==> src/core/pfp_pkg.sv <==
package pfp_pkg;
   localparam int unsigned CLK_MHZ = 40;
   // first pulse caps, in ns
   localparam int unsigned CAP_WIDE_NS = 2000;
   localparam int unsigned CAP_NARROW_NS = 1000;
   localparam int unsigned CAP_WIDE_CYC = (CAP_WIDE_NS * CLK_MHZ) / 1000;
   localparam int unsigned CAP_NARROW_CYC = (CAP_NARROW_NS * CLK_MHZ) / 1000;
   // bias sample delay after turn-on, in ns
   localparam int unsigned BIAS_CHK_NS = 10000;
   localparam int unsigned BIAS_CHK_CYC =
      (BIAS_CHK_NS * CLK_MHZ + 999) / 1000;
   // fault recovery delay, in ms
   localparam int unsigned RECOVERY_MS = 1500;
   localparam int unsigned RECOVERY_CYC = RECOVERY_MS * CLK_MHZ * 1000;
   localparam int unsigned CONSEC_LIMIT = 3;
   localparam int unsigned CNT_W = 32;
   localparam logic [1:0] CONSEC_RESET = 2'h0;

   typedef enum logic [2:0] {
      PFP_IDLE    = 3'b000,
      PFP_SETTLE  = 3'b001,
      PFP_FIRST   = 3'b010,
      PFP_RUN     = 3'b011,
      PFP_RECOVER = 3'b100,
      PFP_LOCKOUT = 3'b101
   } pfp_state_t;

   typedef struct packed {
      logic sense_short;
      logic sense_open;
      logic bias_open;
      logic bias_over;
      logic timing_pin;
   } pfp_fault_t;

   typedef struct packed {
      logic demag_open;
      logic demag_short;
      logic zvs_open;
      logic zvs_short;
   } pfp_rpin_t;
endpackage

==> src/core/pfp_protect.sv <==
// What this block does
// - sense short judged only from first gate pulse width after start-up.
// - select high: first pulse capped at 2 us; cap hit starts recovery.
// - select low: cap 2 us if demag resistor above threshold, else 1 us.
// - sense above overcurrent for three straight pulses starts recovery.
// - bias regulator restores bias pin before any gate pulse.
// - 10 us after turn-on, bias below 14 V forces one lockout cycle.
// - bias above 15 V three straight pulses forces one lockout cycle.
// - timing pins tested for open and short before switching.
// - timing pin fault blocks switching, one lockout, retry next cycle.
// - every pin fault response recovers by itself; short means to ground.
`timescale 1ns/1ps
`default_nettype none
module pfp_protect
   import pfp_pkg::*;
#(
   parameter int unsigned RECOVERY_CYCLES = RECOVERY_CYC
) (
   // clock and reset
   input  wire logic       sys_clk_i,
   input  wire logic       reset_i,
   // supply and straps
   input  wire logic       supply_on_i,
   input  wire logic       select_high_i,
   input  wire logic       demag_above_thr_i,
   // analog comparators
   input  wire logic       sense_over_i,
   input  wire logic       bias_below_14_i,
   input  wire logic       bias_over_15_i,
   input  wire pfp_rpin_t  rpin_i,
   // pwm request from the modulator
   input  wire logic       pulse_req_i,
   // controls
   output logic            bias_reg_en_o,
   output logic            rpin_test_en_o,
   output logic            low_side_gate_pulse_o,
   output logic            supply_lockout_cycle_o,
   output logic            fault_recovery_delay_o,
   output pfp_fault_t      fault_o
);
   pfp_state_t         state_ff;
   logic [CNT_W-1:0]   timer_ff;
   logic [1:0]         open_cnt_ff;
   logic [1:0]         ovp_cnt_ff;
   logic               gate_ff;
   logic               sense_hit_ff;
   logic               bias_hit_ff;
   pfp_fault_t         fault_ff;
   logic [CNT_W-1:0]   cap_cyc;
   logic               pulse_end;
   logic               cap_hit;
   logic               rpin_bad;
   logic               sense_seen;
   logic               bias_seen;
   logic               settle_done;
   logic               recover_done;
   logic               open_trip;
   logic               ovp_trip;

   function automatic logic [1:0] bump(input logic [1:0] c);
      return (c == 2'h3) ? c : c + 2'h1;
   endfunction

   // timer counts from zero, so a limit is met one edge early
   function automatic logic reached(input logic [CNT_W-1:0] t,
                                    input logic [CNT_W-1:0] lim);
      return (t + CNT_W'(1)) >= lim;
   endfunction

   always_comb begin
      if (select_high_i || demag_above_thr_i) begin
         cap_cyc = CNT_W'(CAP_WIDE_CYC);
      end else begin
         cap_cyc = CNT_W'(CAP_NARROW_CYC);
      end
   end

   assign pulse_end = gate_ff && !pulse_req_i;
   // width counted in cycles already driven; cap ends the pulse
   assign cap_hit = (state_ff == PFP_FIRST) && gate_ff &&
                    reached(timer_ff, cap_cyc);
   // a hit may fall on the very edge the pulse ends, so merge it in
   assign sense_seen   = sense_hit_ff | sense_over_i;
   assign bias_seen    = bias_hit_ff | bias_over_15_i;
   assign settle_done  = reached(timer_ff, CNT_W'(BIAS_CHK_CYC));
   assign recover_done = reached(timer_ff, CNT_W'(RECOVERY_CYCLES));
   assign open_trip    = pulse_end && sense_seen &&
                         (open_cnt_ff == 2'(CONSEC_LIMIT - 1));
   assign ovp_trip     = pulse_end && bias_seen &&
                         (ovp_cnt_ff == 2'(CONSEC_LIMIT - 1));
   // short means pin pulled to ground, current self-limited
   assign rpin_bad = |rpin_i;

   // gate drive
   always_ff @(posedge sys_clk_i or posedge reset_i) begin
      if (reset_i) begin
         gate_ff <= 1'b0;
      end else if (state_ff == PFP_FIRST) begin
         gate_ff <= pulse_req_i && !cap_hit;
      end else if (state_ff == PFP_RUN) begin
         gate_ff <= pulse_req_i;
      end else begin
         gate_ff <= 1'b0;
      end
   end

   // per-pulse threshold memory
   // any hit during the on-time marks the whole pulse
   always_ff @(posedge sys_clk_i or posedge reset_i) begin
      if (reset_i) begin
         sense_hit_ff <= 1'b0;
         bias_hit_ff  <= 1'b0;
      end else if (!gate_ff) begin
         sense_hit_ff <= 1'b0;
         bias_hit_ff  <= 1'b0;
      end else begin
         sense_hit_ff <= sense_hit_ff | sense_over_i;
         bias_hit_ff  <= bias_hit_ff | bias_over_15_i;
      end
   end

   // consecutive pulse counters
   always_ff @(posedge sys_clk_i or posedge reset_i) begin
      if (reset_i) begin
         open_cnt_ff <= CONSEC_RESET;
         ovp_cnt_ff  <= CONSEC_RESET;
      end else if (state_ff != PFP_RUN && state_ff != PFP_FIRST) begin
         open_cnt_ff <= CONSEC_RESET;
         ovp_cnt_ff  <= CONSEC_RESET;
      end else if (pulse_end) begin
         open_cnt_ff <= sense_seen ?
                        bump(open_cnt_ff) : CONSEC_RESET;
         ovp_cnt_ff  <= bias_seen ?
                        bump(ovp_cnt_ff) : CONSEC_RESET;
      end
   end

   // sequencing
   always_ff @(posedge sys_clk_i or posedge reset_i) begin
      if (reset_i) begin
         state_ff <= PFP_IDLE;
         timer_ff <= '0;
         fault_ff <= '0;
      end else begin
         case (state_ff)
            PFP_IDLE: begin
               timer_ff <= '0;
               if (supply_on_i) begin
                  state_ff <= PFP_SETTLE;
                  fault_ff <= '0;
               end
            end
            PFP_SETTLE: begin
               timer_ff <= timer_ff + CNT_W'(1);
               if (settle_done) begin
                  timer_ff <= '0;
                  if (bias_below_14_i) begin
                     fault_ff.bias_open <= 1'b1;
                     state_ff <= PFP_LOCKOUT;
                  end else if (rpin_bad) begin
                     fault_ff.timing_pin <= 1'b1;
                     state_ff <= PFP_LOCKOUT;
                  end else begin
                     state_ff <= PFP_FIRST;
                  end
               end
            end
            PFP_FIRST: begin
               if (gate_ff) begin
                  timer_ff <= timer_ff + CNT_W'(1);
               end
               if (cap_hit) begin
                  fault_ff.sense_short <= 1'b1;
                  timer_ff <= '0;
                  state_ff <= PFP_RECOVER;
               end else if (pulse_end) begin
                  state_ff <= PFP_RUN;
               end
            end
            PFP_RUN: begin
               timer_ff <= '0;
               // open sense wins: it asks for the longer timed recovery
               if (open_trip) begin
                  fault_ff.sense_open <= 1'b1;
                  state_ff <= PFP_RECOVER;
               end else if (ovp_trip) begin
                  fault_ff.bias_over <= 1'b1;
                  state_ff <= PFP_LOCKOUT;
               end
            end
            PFP_RECOVER: begin
               timer_ff <= timer_ff + CNT_W'(1);
               // ends in lockout so the next supply cycle restarts clean
               if (recover_done) begin
                  timer_ff <= '0;
                  state_ff <= PFP_LOCKOUT;
               end
            end
            PFP_LOCKOUT: begin
               // only a fresh supply cycle leaves, so no fault latches
               timer_ff <= '0;
               if (!supply_on_i) begin
                  state_ff <= PFP_IDLE;
               end
            end
            default: begin
               state_ff <= PFP_IDLE;
            end
         endcase
      end
   end

   assign bias_reg_en_o          = (state_ff != PFP_IDLE);
   assign rpin_test_en_o         = (state_ff == PFP_SETTLE);
   assign low_side_gate_pulse_o  = gate_ff;
   assign supply_lockout_cycle_o = (state_ff == PFP_LOCKOUT);
   assign fault_recovery_delay_o = (state_ff == PFP_RECOVER);
   assign fault_o                = fault_ff;
endmodule // pfp_protect
`default_nettype wire

==> config.mk <==
export PLATFORM = sky130hd
export DESIGN_NAME = pfp_protect
export DESIGN_NICKNAME = d
export VERILOG_FILES = /design/src/core/pfp_pkg.sv /design/src/core/pfp_protect.sv
export SDC_FILE = /design/constraint.sdc
export NUM_CORES = 1
export LEC_CHECK = 0
export BUFFER_PORTS_ARGS = -buffer_cell sky130_fd_sc_hd__buf_2
export CAP_MARGIN = 20
export CORE_UTILIZATION = 30
export CTS_CLUSTER_DIAMETER = 150
export DETAILED_ROUTE_END_ITERATION = 10
export GPL_TIMING_DRIVEN = 0
export SLEW_MARGIN = 20
export SYNTH_ARGS = -nofsm -noshare
export SYNTH_HDL_FRONTEND = slang
export SYNTH_SLANG_ARGS = --single-unit
export TNS_END_PERCENT = 20
==> constraint.sdc <==
create_clock -name sys_clk_i -period 4.2 [get_ports sys_clk_i]
set_clock_uncertainty 0.1 [all_clocks]
set_input_delay 0.21 -clock sys_clk_i [delete_from_list [all_inputs] [get_ports sys_clk_i]]
set_output_delay 0.21 -clock sys_clk_i [all_outputs]
set_load 0.005 [all_outputs]
==> impl_summary.txt, run 1 <==
----------------------------------------------------
[Outcome]
  Result of the run ... complete, no violations

[Logic synthesis]
  Net count of the mapped netlist ... 470
  EDFF count, synth ... 0
  Top cells by instance count after synthesis ... 58 x sky130_fd_sc_hd__nand2_1, 47 x sky130_fd_sc_hd__dfrtp_1, 34 x sky130_fd_sc_hd__nor2_1
  Count of state elements after synthesis ... 47
  Syn Area/Cell ... around 8.1 µm²
  Count of unique library cells instantiated by Yosys ... slightly above 60
  Cell type with the highest aggregate area in the netlist ... sky130_fd_sc_hd__dfrtp_1
  Post-synthesis cell area ... about 3600 µm²
  Portion of the post-synthesis area used by sequential elements ... about a third
  Count leader, synth ... sky130_fd_sc_hd__nand2_1
  Post-Synthesis Cells ... 447
  Area contributors post-synth ... sky130_fd_sc_hd__dfrtp_1 33%, sky130_fd_sc_hd__nand2_1 6.0%, sky130_fd_sc_hd__nand3_1 4.2%
  Yosys warnings ... 0
  Proportion of netlist area held by the largest area contributor ... approximately a third
  Asr flop ratio synth ... 100.0%
  Most used flip-flop cell after synthesis ... sky130_fd_sc_hd__dfrtp_1

[Global routing]
  Maximum number of pins on one net before global-route repair ... 33
  Via count of the first global-routing pass ... approximately 3,300
  Total global routing overflow ... 0
  First-pass GRT wire length ... around 16 mm
  Initial antenna violation count ... 0
  Total track usage ... 16.26%

[Setup path]
  FF-to-FF End ... timer_ff[10]
  Register-to-register setup slack ... around 0.3 ns
  Reg2reg start ... timer_ff[0]
  Critical path type ... register to register
  Register-to-Register Path Depth ... 15
  Max FO, Critical Path ... 10
  Arrival time at the worst endpoint ... between 4 and 5 ns
  Endpoint required time on the critical path ... approximately 4.3 ns
  Critical Path Sink Type ... register
  Type of element launching the critical path ... register

[Timing]
  RSZ-0062 raised after global routing ... no
  Pins over their slew limit ... 0
  Maximum operating frequency ... roughly 0.26 GHz
  Final-report setup violation count ... 0
  Final critical-path required period ... between 3 and 4 ns
  Final Hold Vio Count ... 0
  Actual slew at the worst max-slew pin ... around 1.1 ns
  Period utilization ... around 93%
  Max-slew headroom at the worst pin ... between 20% and 30%

[Floorplan]
  Floorplan die area ... 12,480 µm²
  Initial cell density of the core ... 31.23%
  Number of primary I/O pins ... 23
  FP Rows ... 39
  Die extent in y ... ~110 µm
  Width of the die ... ~110 µm
  Floorplan Core Area ... about 12,000 µm²

[Pwr]
  Share of total power in combinational logic ... a little under two fifths
  Total power divided by cell area ... approximately 360 nW/µm²
  Overall power of the completed layout ... roughly 1500 µW
  Switching part of the total power ... 39.73%
  Maximum ir drop on the vdd rail ... about 240 µV
  Part of the total power dissipated in the clock network ... approximately 27%
  Cell-internal power ... 882.0 µW
  Reported leakage power ... between 0.0015 and 0.002 µW
  Sequential cell fraction of total power ... 34.2%
  Switching Power ... 581.4 µW

[Placement]
  Routability congestion estimate from global placement ... slightly below 0.9
  Number of port buffers ... 22
  Final HPWL from detailed placement ... approximately 7 mm
  Post-place instance area ... 3921 µm²

[Layout]
  NumNets Final ... 500
  Final core occ ... 35.44%
  FF+latch area ... ~1200 µm²
  Ratio of cells with drive above 1 in the final layout ... 13.60%
  Fillcell total ... 1,180
  Antenna diode instance count ... 0
  Growth of design area from synthesis to finish ... 13.47%
  Final instance area ... 4099 µm²
  Footprint of the multi-input gates ... ~2200 µm²

[Clock network]
  Total clock buffers created by CTS ... 5
  CTS clock-pin slew for the worst setup and hold paths ... roughly 0.07 ns
  Clk Latency, worst-skew pair ... roughly 0.29 ns
  Htree depth ... 2
  Number of buffers on the longest clock path ... 2
  Clock sink total ... 47
  Clock root buffer master ... sky130_fd_sc_hd__clkbuf_16
  CTS tree ... yes

[Run]
  # Max-Cap Violations ... 0

[Min path]
  Source of the worst hold timing path ... bias_below_14_i
  Class of the tightest hold or removal check ... input pin to register
  Worst Hold Depth ... 2
  Worst Hold End ... fault_o[0]

[Drt]
  Average wire length per cell after detail routing ... 15.58 µm
  Post-DRT Antenna Nets ... 0
  Vias after detailed routing ... approximately 3,500
  Ratio of routed vias to standard cells ... 5.588
  Number of iterations in the first detailed-routing pass ... 5
  Total DRC errors in the routed layout ... 0
  Total wire length ... around 9.7 mm
  Iter 0 DRT Violations ... 211

----------------------------------------------------
==> cell type report <==
type,instances,share of cell area [%]
multi-input cells,349,54.79
clock inverters,3,0.4884
clock buffers,5,3.053
inverters,18,1.648
flip-flops and latches,47,28.69
plain buffers,32,3.541
well taps,143,4.365
repair buffers,24,3.419
==> registers in the layout (all words and copies together), names as in the netlist <==
name                   count
timer_ff                  32
fault_o                    5
state_ff                   3
open_cnt_ff                2
ovp_cnt_ff                 2
bias_hit_ff                1
low_side_gate_pulse_o      1
sense_hit_ff               1
==> routing by layer <==
metal	routed length, µm	up-vias	global-route usage [%]
met5	0	-	0
met4	311	0	7.207
met3	564	24	2.613
met2	4379	105	25.63
met1	4422	1646	21.92
li1	-	1695	-
==> worst max-delay path, cell delays in order, from the launching register on <==
cell and delay, ns:
sky130_fd_sc_hd__dfrtp_1 0.44, sky130_fd_sc_hd__ha_2 0.30, sky130_fd_sc_hd__clkbuf_4 0.25, sky130_fd_sc_hd__nand3_2 0.15
sky130_fd_sc_hd__xnor2_1 0.17, sky130_fd_sc_hd__ha_1 0.30, sky130_fd_sc_hd__a21o_1 0.16, sky130_fd_sc_hd__a21oi_1 0.13
sky130_fd_sc_hd__o21ai_0 0.12, sky130_fd_sc_hd__a221oi_2 0.31, sky130_fd_sc_hd__and4_1 0.31, sky130_fd_sc_hd__a221oi_2 0.12
sky130_fd_sc_hd__a21o_1 0.22, sky130_fd_sc_hd__buf_2 0.19, sky130_fd_sc_hd__or4_1 0.48, sky130_fd_sc_hd__nand3_1 0.09
==> layout by cell type, fill, tap and decap left out, types with 6 or more instances in the layout <==
cell type and n:
sky130_fd_sc_hd__o21a_1 6, sky130_fd_sc_hd__nand2_1 57, sky130_fd_sc_hd__ha_1 9, sky130_fd_sc_hd__nor2_1 34, sky130_fd_sc_hd__and4_1 7, sky130_fd_sc_hd__o31ai_1 6, sky130_fd_sc_hd__buf_2 32, sky130_fd_sc_hd__xnor2_1 14
sky130_fd_sc_hd__or4_1 13, sky130_fd_sc_hd__nor3_1 17, sky130_fd_sc_hd__inv_1 17, sky130_fd_sc_hd__o22ai_1 9, sky130_fd_sc_hd__nand3_1 29, sky130_fd_sc_hd__clkbuf_1 17, sky130_fd_sc_hd__dfrtp_1 47, sky130_fd_sc_hd__o21ai_0 19
sky130_fd_sc_hd__nand4_1 15, sky130_fd_sc_hd__a21oi_1 17, sky130_fd_sc_hd__and2_1 8
==> cell families (layout without fill, tap and decap cells) <==
| group | Yosys count | after routing | share of synthesized area (%) |
|---|---|---|---|
| AOI/OAI and AO/OA | 96 | 96 | 17.91 |
| adders and majority gates | 10 | 10 | 3.464 |
| buffers and inverters | 51 | 82 | 5.922 |
| muxes | 4 | 4 | 1.108 |
| xor gates and xnor gates | 17 | 17 | 4.122 |
| and+or+nand+nor | 222 | 222 | 34.92 |
| DFF | 47 | 47 | 32.56 |
==> worst max-delay path by stage <==
stage	to	cells past startpoint	startpoint	slack (ns)
4_1_cts	timer_ff[10]	16	timer_ff[0]	0.03
3_5_place_dp	timer_ff[2]	15	timer_ff[0]	-0.14
2_1_floorplan	timer_ff[19]	16	timer_ff[0]	0.67
6_report	timer_ff[10]	15	timer_ff[0]	0.30
5_1_grt	timer_ff[14]	15	timer_ff[0]	0.03
3_3_place_gp	timer_ff[2]	15	timer_ff[0]	-0.18
==> what timing repair did <==
item,in CTS,in global routing
hold buffers,1,0
setup buffers,0,0
resized for setup,3,3
setup endpoints to repair,12,20
endpoints found under the hold margin,15,0
==> stage by stage <==
stage / cells / hold WS, ns / setup WS [ns] / setup TNS [ns]
global route: 621 / 0.05410 / 0.03465 / 0
detailed placement: 613 / 0.1161 / -0.1383 / -0.3793
finish: 621 / 0.04351 / 0.3029 / 0
floorplan: 447 / 0.2116 / 0.6683 / 0
CTS: 622 / 0.04149 / 0.03406 / 0
global placement: 612 / 0.3354 / -0.1833 / -0.9640
==> power by group through the flow <==
stage | clock network, µW | logic (µW) | registers (µW)
6_report | 402 | 561 | 501
5_1_grt | 429 | 616 | 507
4_1_cts | 410 | 550 | 501
3_5_place_dp | 0 | 534 | 509
3_3_place_gp | 0 | 527 | 508
2_1_floorplan | 0 | 371 | 504
Power figures use the tool's default switching activity.
==> run 2: changes to the inputs <==
==> constraint.sdc (replaced) <==
create_clock -name sys_clk_i -period 3.8 [get_ports sys_clk_i]
set_clock_uncertainty 0.1 [all_clocks]
set_input_delay 0.19 -clock sys_clk_i [delete_from_list [all_inputs] [get_ports sys_clk_i]]
set_output_delay 0.19 -clock sys_clk_i [all_outputs]
set_load 0.005 [all_outputs]
==> run 2 against run 1 <==
Effect of this change: wire length is 1.5% higher; power rose by 12%; combinational power increased by 14%; clock power increased by 10%; sequential share of layout area fell by 0.49 points; critical path depth stayed put; flip-flop and latch count stayed put; fmax rose by 8.0%; core utilization rose by 0.69 points; worst setup slack got worse by 0.11 ns; via count up 0.55%; design area increased by 2.0%.
==> impl_summary.txt, run 2 (synthesis results as in run 1) <==
----------------------------------------------------
[Setup path]
  Critical Path Sink Type ... register
  Max FO, Critical Path ... 10
  Endpoint required time on the critical path ... just under 4 ns
  Critical path type ... register to register
  Type of element launching the critical path ... register
  Arrival time at the worst endpoint ... between 3 and 4 ns

[Layout]
  Ratio of cells with drive above 1 in the final layout ... about 16%
  Antenna diode instance count ... 0
  Max FFs per register ... 32
  Most flops, register ... timer_ff
  Commonest non-fill, non-tap cell in the layout ... sky130_fd_sc_hd__nand2_1
  Final core occ ... ~36%
  Growth of design area from synthesis to finish ... 15.69%
  Top library cells by usage in the layout, fill and taps aside ... 57 x sky130_fd_sc_hd__nand2_1, 45 x sky130_fd_sc_hd__dfrtp_1, 34 x sky130_fd_sc_hd__nor2_1
  NumNets Final ... roughly 500
  Final instance area ... ~4200 µm²
  Fillcell total ... 1,177

[Placement]
  Final HPWL from detailed placement ... 7.067 mm
  Post-place instance area ... just under 4000 µm²
  Number of port buffers ... 22
  Routability congestion estimate from global placement ... between 0.8 and 0.9

[Min path]
  Class of the tightest hold or removal check ... input pin to register

[Run]
  # Max-Cap Violations ... 0

[Drt]
  Total DRC errors in the routed layout ... 0
  Ratio of routed vias to standard cells ... ~5.6
  Total wire length ... 9.822 mm
  Iter 0 DRT Violations ... around 220
  Post-DRT Antenna Nets ... 0
  Number of iterations in the first detailed-routing pass ... 5
  Vias after detailed routing ... 3,489
  Average wire length per cell after detail routing ... between 15 and 20 µm

[Global routing]
  Initial antenna violation count ... 0
  Total track usage ... roughly 16%
  Total global routing overflow ... 0
  First-pass GRT wire length ... around 17 mm
  Via count of the first global-routing pass ... approximately 3,300
  Maximum number of pins on one net before global-route repair ... 33

[Floorplan]
  Width of the die ... approximately 110 µm
  Die extent in y ... between 100 and 150 µm
  Initial cell density of the core ... roughly 31%
  FP Rows ... 39
  Number of primary I/O pins ... 23
  Floorplan die area ... 12,480 µm²
  Floorplan Core Area ... between 10,000 and 15,000 µm²

[Clock network]
  Number of buffers on the longest clock path ... 2
  Clk Latency, worst-skew pair ... 0.29 ns
  CTS tree ... yes
  Total clock buffers created by CTS ... 5
  Htree depth ... 2
  Clock root buffer master ... sky130_fd_sc_hd__clkbuf_16
  Clock sink total ... 47
  CTS clock-pin slew for the worst setup and hold paths ... around 0.070 ns

[Timing]
  Final-report setup violation count ... 0
  Final Hold Vio Count ... 0
  Max-slew headroom at the worst pin ... between 30% and 40%
  RSZ-0062 raised after global routing ... yes
  Pins over their slew limit ... 0
  Maximum operating frequency ... about 0.28 GHz
  Period utilization ... between 90 and 100%
  Actual slew at the worst max-slew pin ... between 1 and 1.5 ns
  Final critical-path required period ... 3.608 ns

[Outcome]
  Result of the run ... complete, no violations

[Pwr]
  Total power divided by cell area ... a little under 400 nW/µm²
  Maximum ir drop on the vdd rail ... between 200 and 300 µV
  Reported leakage power ... between 0.0015 and 0.002 µW

----------------------------------------------------
run 2: cell count changes in the layout (fill, tap and decap cells not counted), moves of 2 or more:
cell                       previous run  this run
sky130_fd_sc_hd__clkbuf_1            17        14
sky130_fd_sc_hd__buf_4                2         6
sky130_fd_sc_hd__dfrtp_2              0         2
sky130_fd_sc_hd__dfrtp_1             47        45
run 2: metal layers:
| layer | track usage (%) | part of all wire, % |
|---|---|---|
| met1 | 21.89 | 46 |
| met2 | 25.80 | 46 |
| met3 | 2.667 | 5.3 |
| met4 | 7.207 | 2.8 |
| met5 | 0 | 0 |
run 2: critical path, stage by stage (launching register included):
cell	delay, ns
sky130_fd_sc_hd__dfrtp_2	0.43
sky130_fd_sc_hd__ha_4	0.16
sky130_fd_sc_hd__buf_6	0.15
sky130_fd_sc_hd__nand3_2	0.14
sky130_fd_sc_hd__xnor2_1	0.17
sky130_fd_sc_hd__ha_1	0.30
sky130_fd_sc_hd__a21o_1	0.16
sky130_fd_sc_hd__a21oi_1	0.13
sky130_fd_sc_hd__o21ai_0	0.12
sky130_fd_sc_hd__a221oi_2	0.32
sky130_fd_sc_hd__and4_4	0.30
sky130_fd_sc_hd__a221oi_4	0.09
sky130_fd_sc_hd__a21o_1	0.22
sky130_fd_sc_hd__buf_2	0.19
sky130_fd_sc_hd__or4_1	0.48
sky130_fd_sc_hd__nand3_1	0.09
run 2: power by group:
| part | internal (µW) | switching, µW | leakage [µW] |
|---|---|---|---|
| Sequential | 531 | 29.6 | 0.000646 |
| Clock | 243 | 201 | 0.0000658 |
| Combinational | 217 | 420 | 0.00102 |
run 2: layout make-up:
class	instances	area (µm²)	share of cell area, %
buffer	30	142.6	3.413
clock buffer	5	125.1	2.994
clock inverter	3	20.02	0.4790
inverter	18	67.56	1.617
multi-input combinational	349	2296	54.94
sequential	47	1179	28.20
tap	143	178.9	4.281
timing repair buffer	28	170.2	4.072
run 2: per-stage QoR:
step	total power [µW]	std cells	setup WS, ns	hold WS, ns	setup TNS [ns]
after floorplan	966.9	447	0.2683	0.1916	0
after global placement	1144	612	-0.5833	0.3154	-9.193
after global routing	1744	623	-0.03160	0.03411	-0.05883
final	1641	623	0.1924	0.02326	0
after detailed placement	1152	613	-0.5383	0.09614	-8.196
after CTS	1626	621	0.02316	0.02149	0
run 2: final timing paths:
check                                 from      endpoint  slack (ns)  depth (start not counted)
max                            timer_ff[0]  timer_ff[19]        0.19                         15
min                        bias_below_14_i    fault_o[0]        0.02                          2
max reg2reg                    timer_ff[0]  timer_ff[19]        0.19                         15
min reg2reg                     fault_o[0]    fault_o[0]        0.38                          2
max in group asynchronous          reset_i   timer_ff[1]        2.75                          4
min in group asynchronous          reset_i  timer_ff[31]        0.33                          3
run 2: timing repair:
| item | 4_1_cts | 5_1_grt |
|---|---|---|
| setup endpoints to repair | 27 | 23 |
| pin swaps | 1 | 5 |
| hold endpoints to repair | 15 | 0 |
| resized for setup | 9 | 10 |
| buffers inserted | 0 | 4 |
| gates cloned | 0 | 0 |
| hold buffers | 1 | 0 |
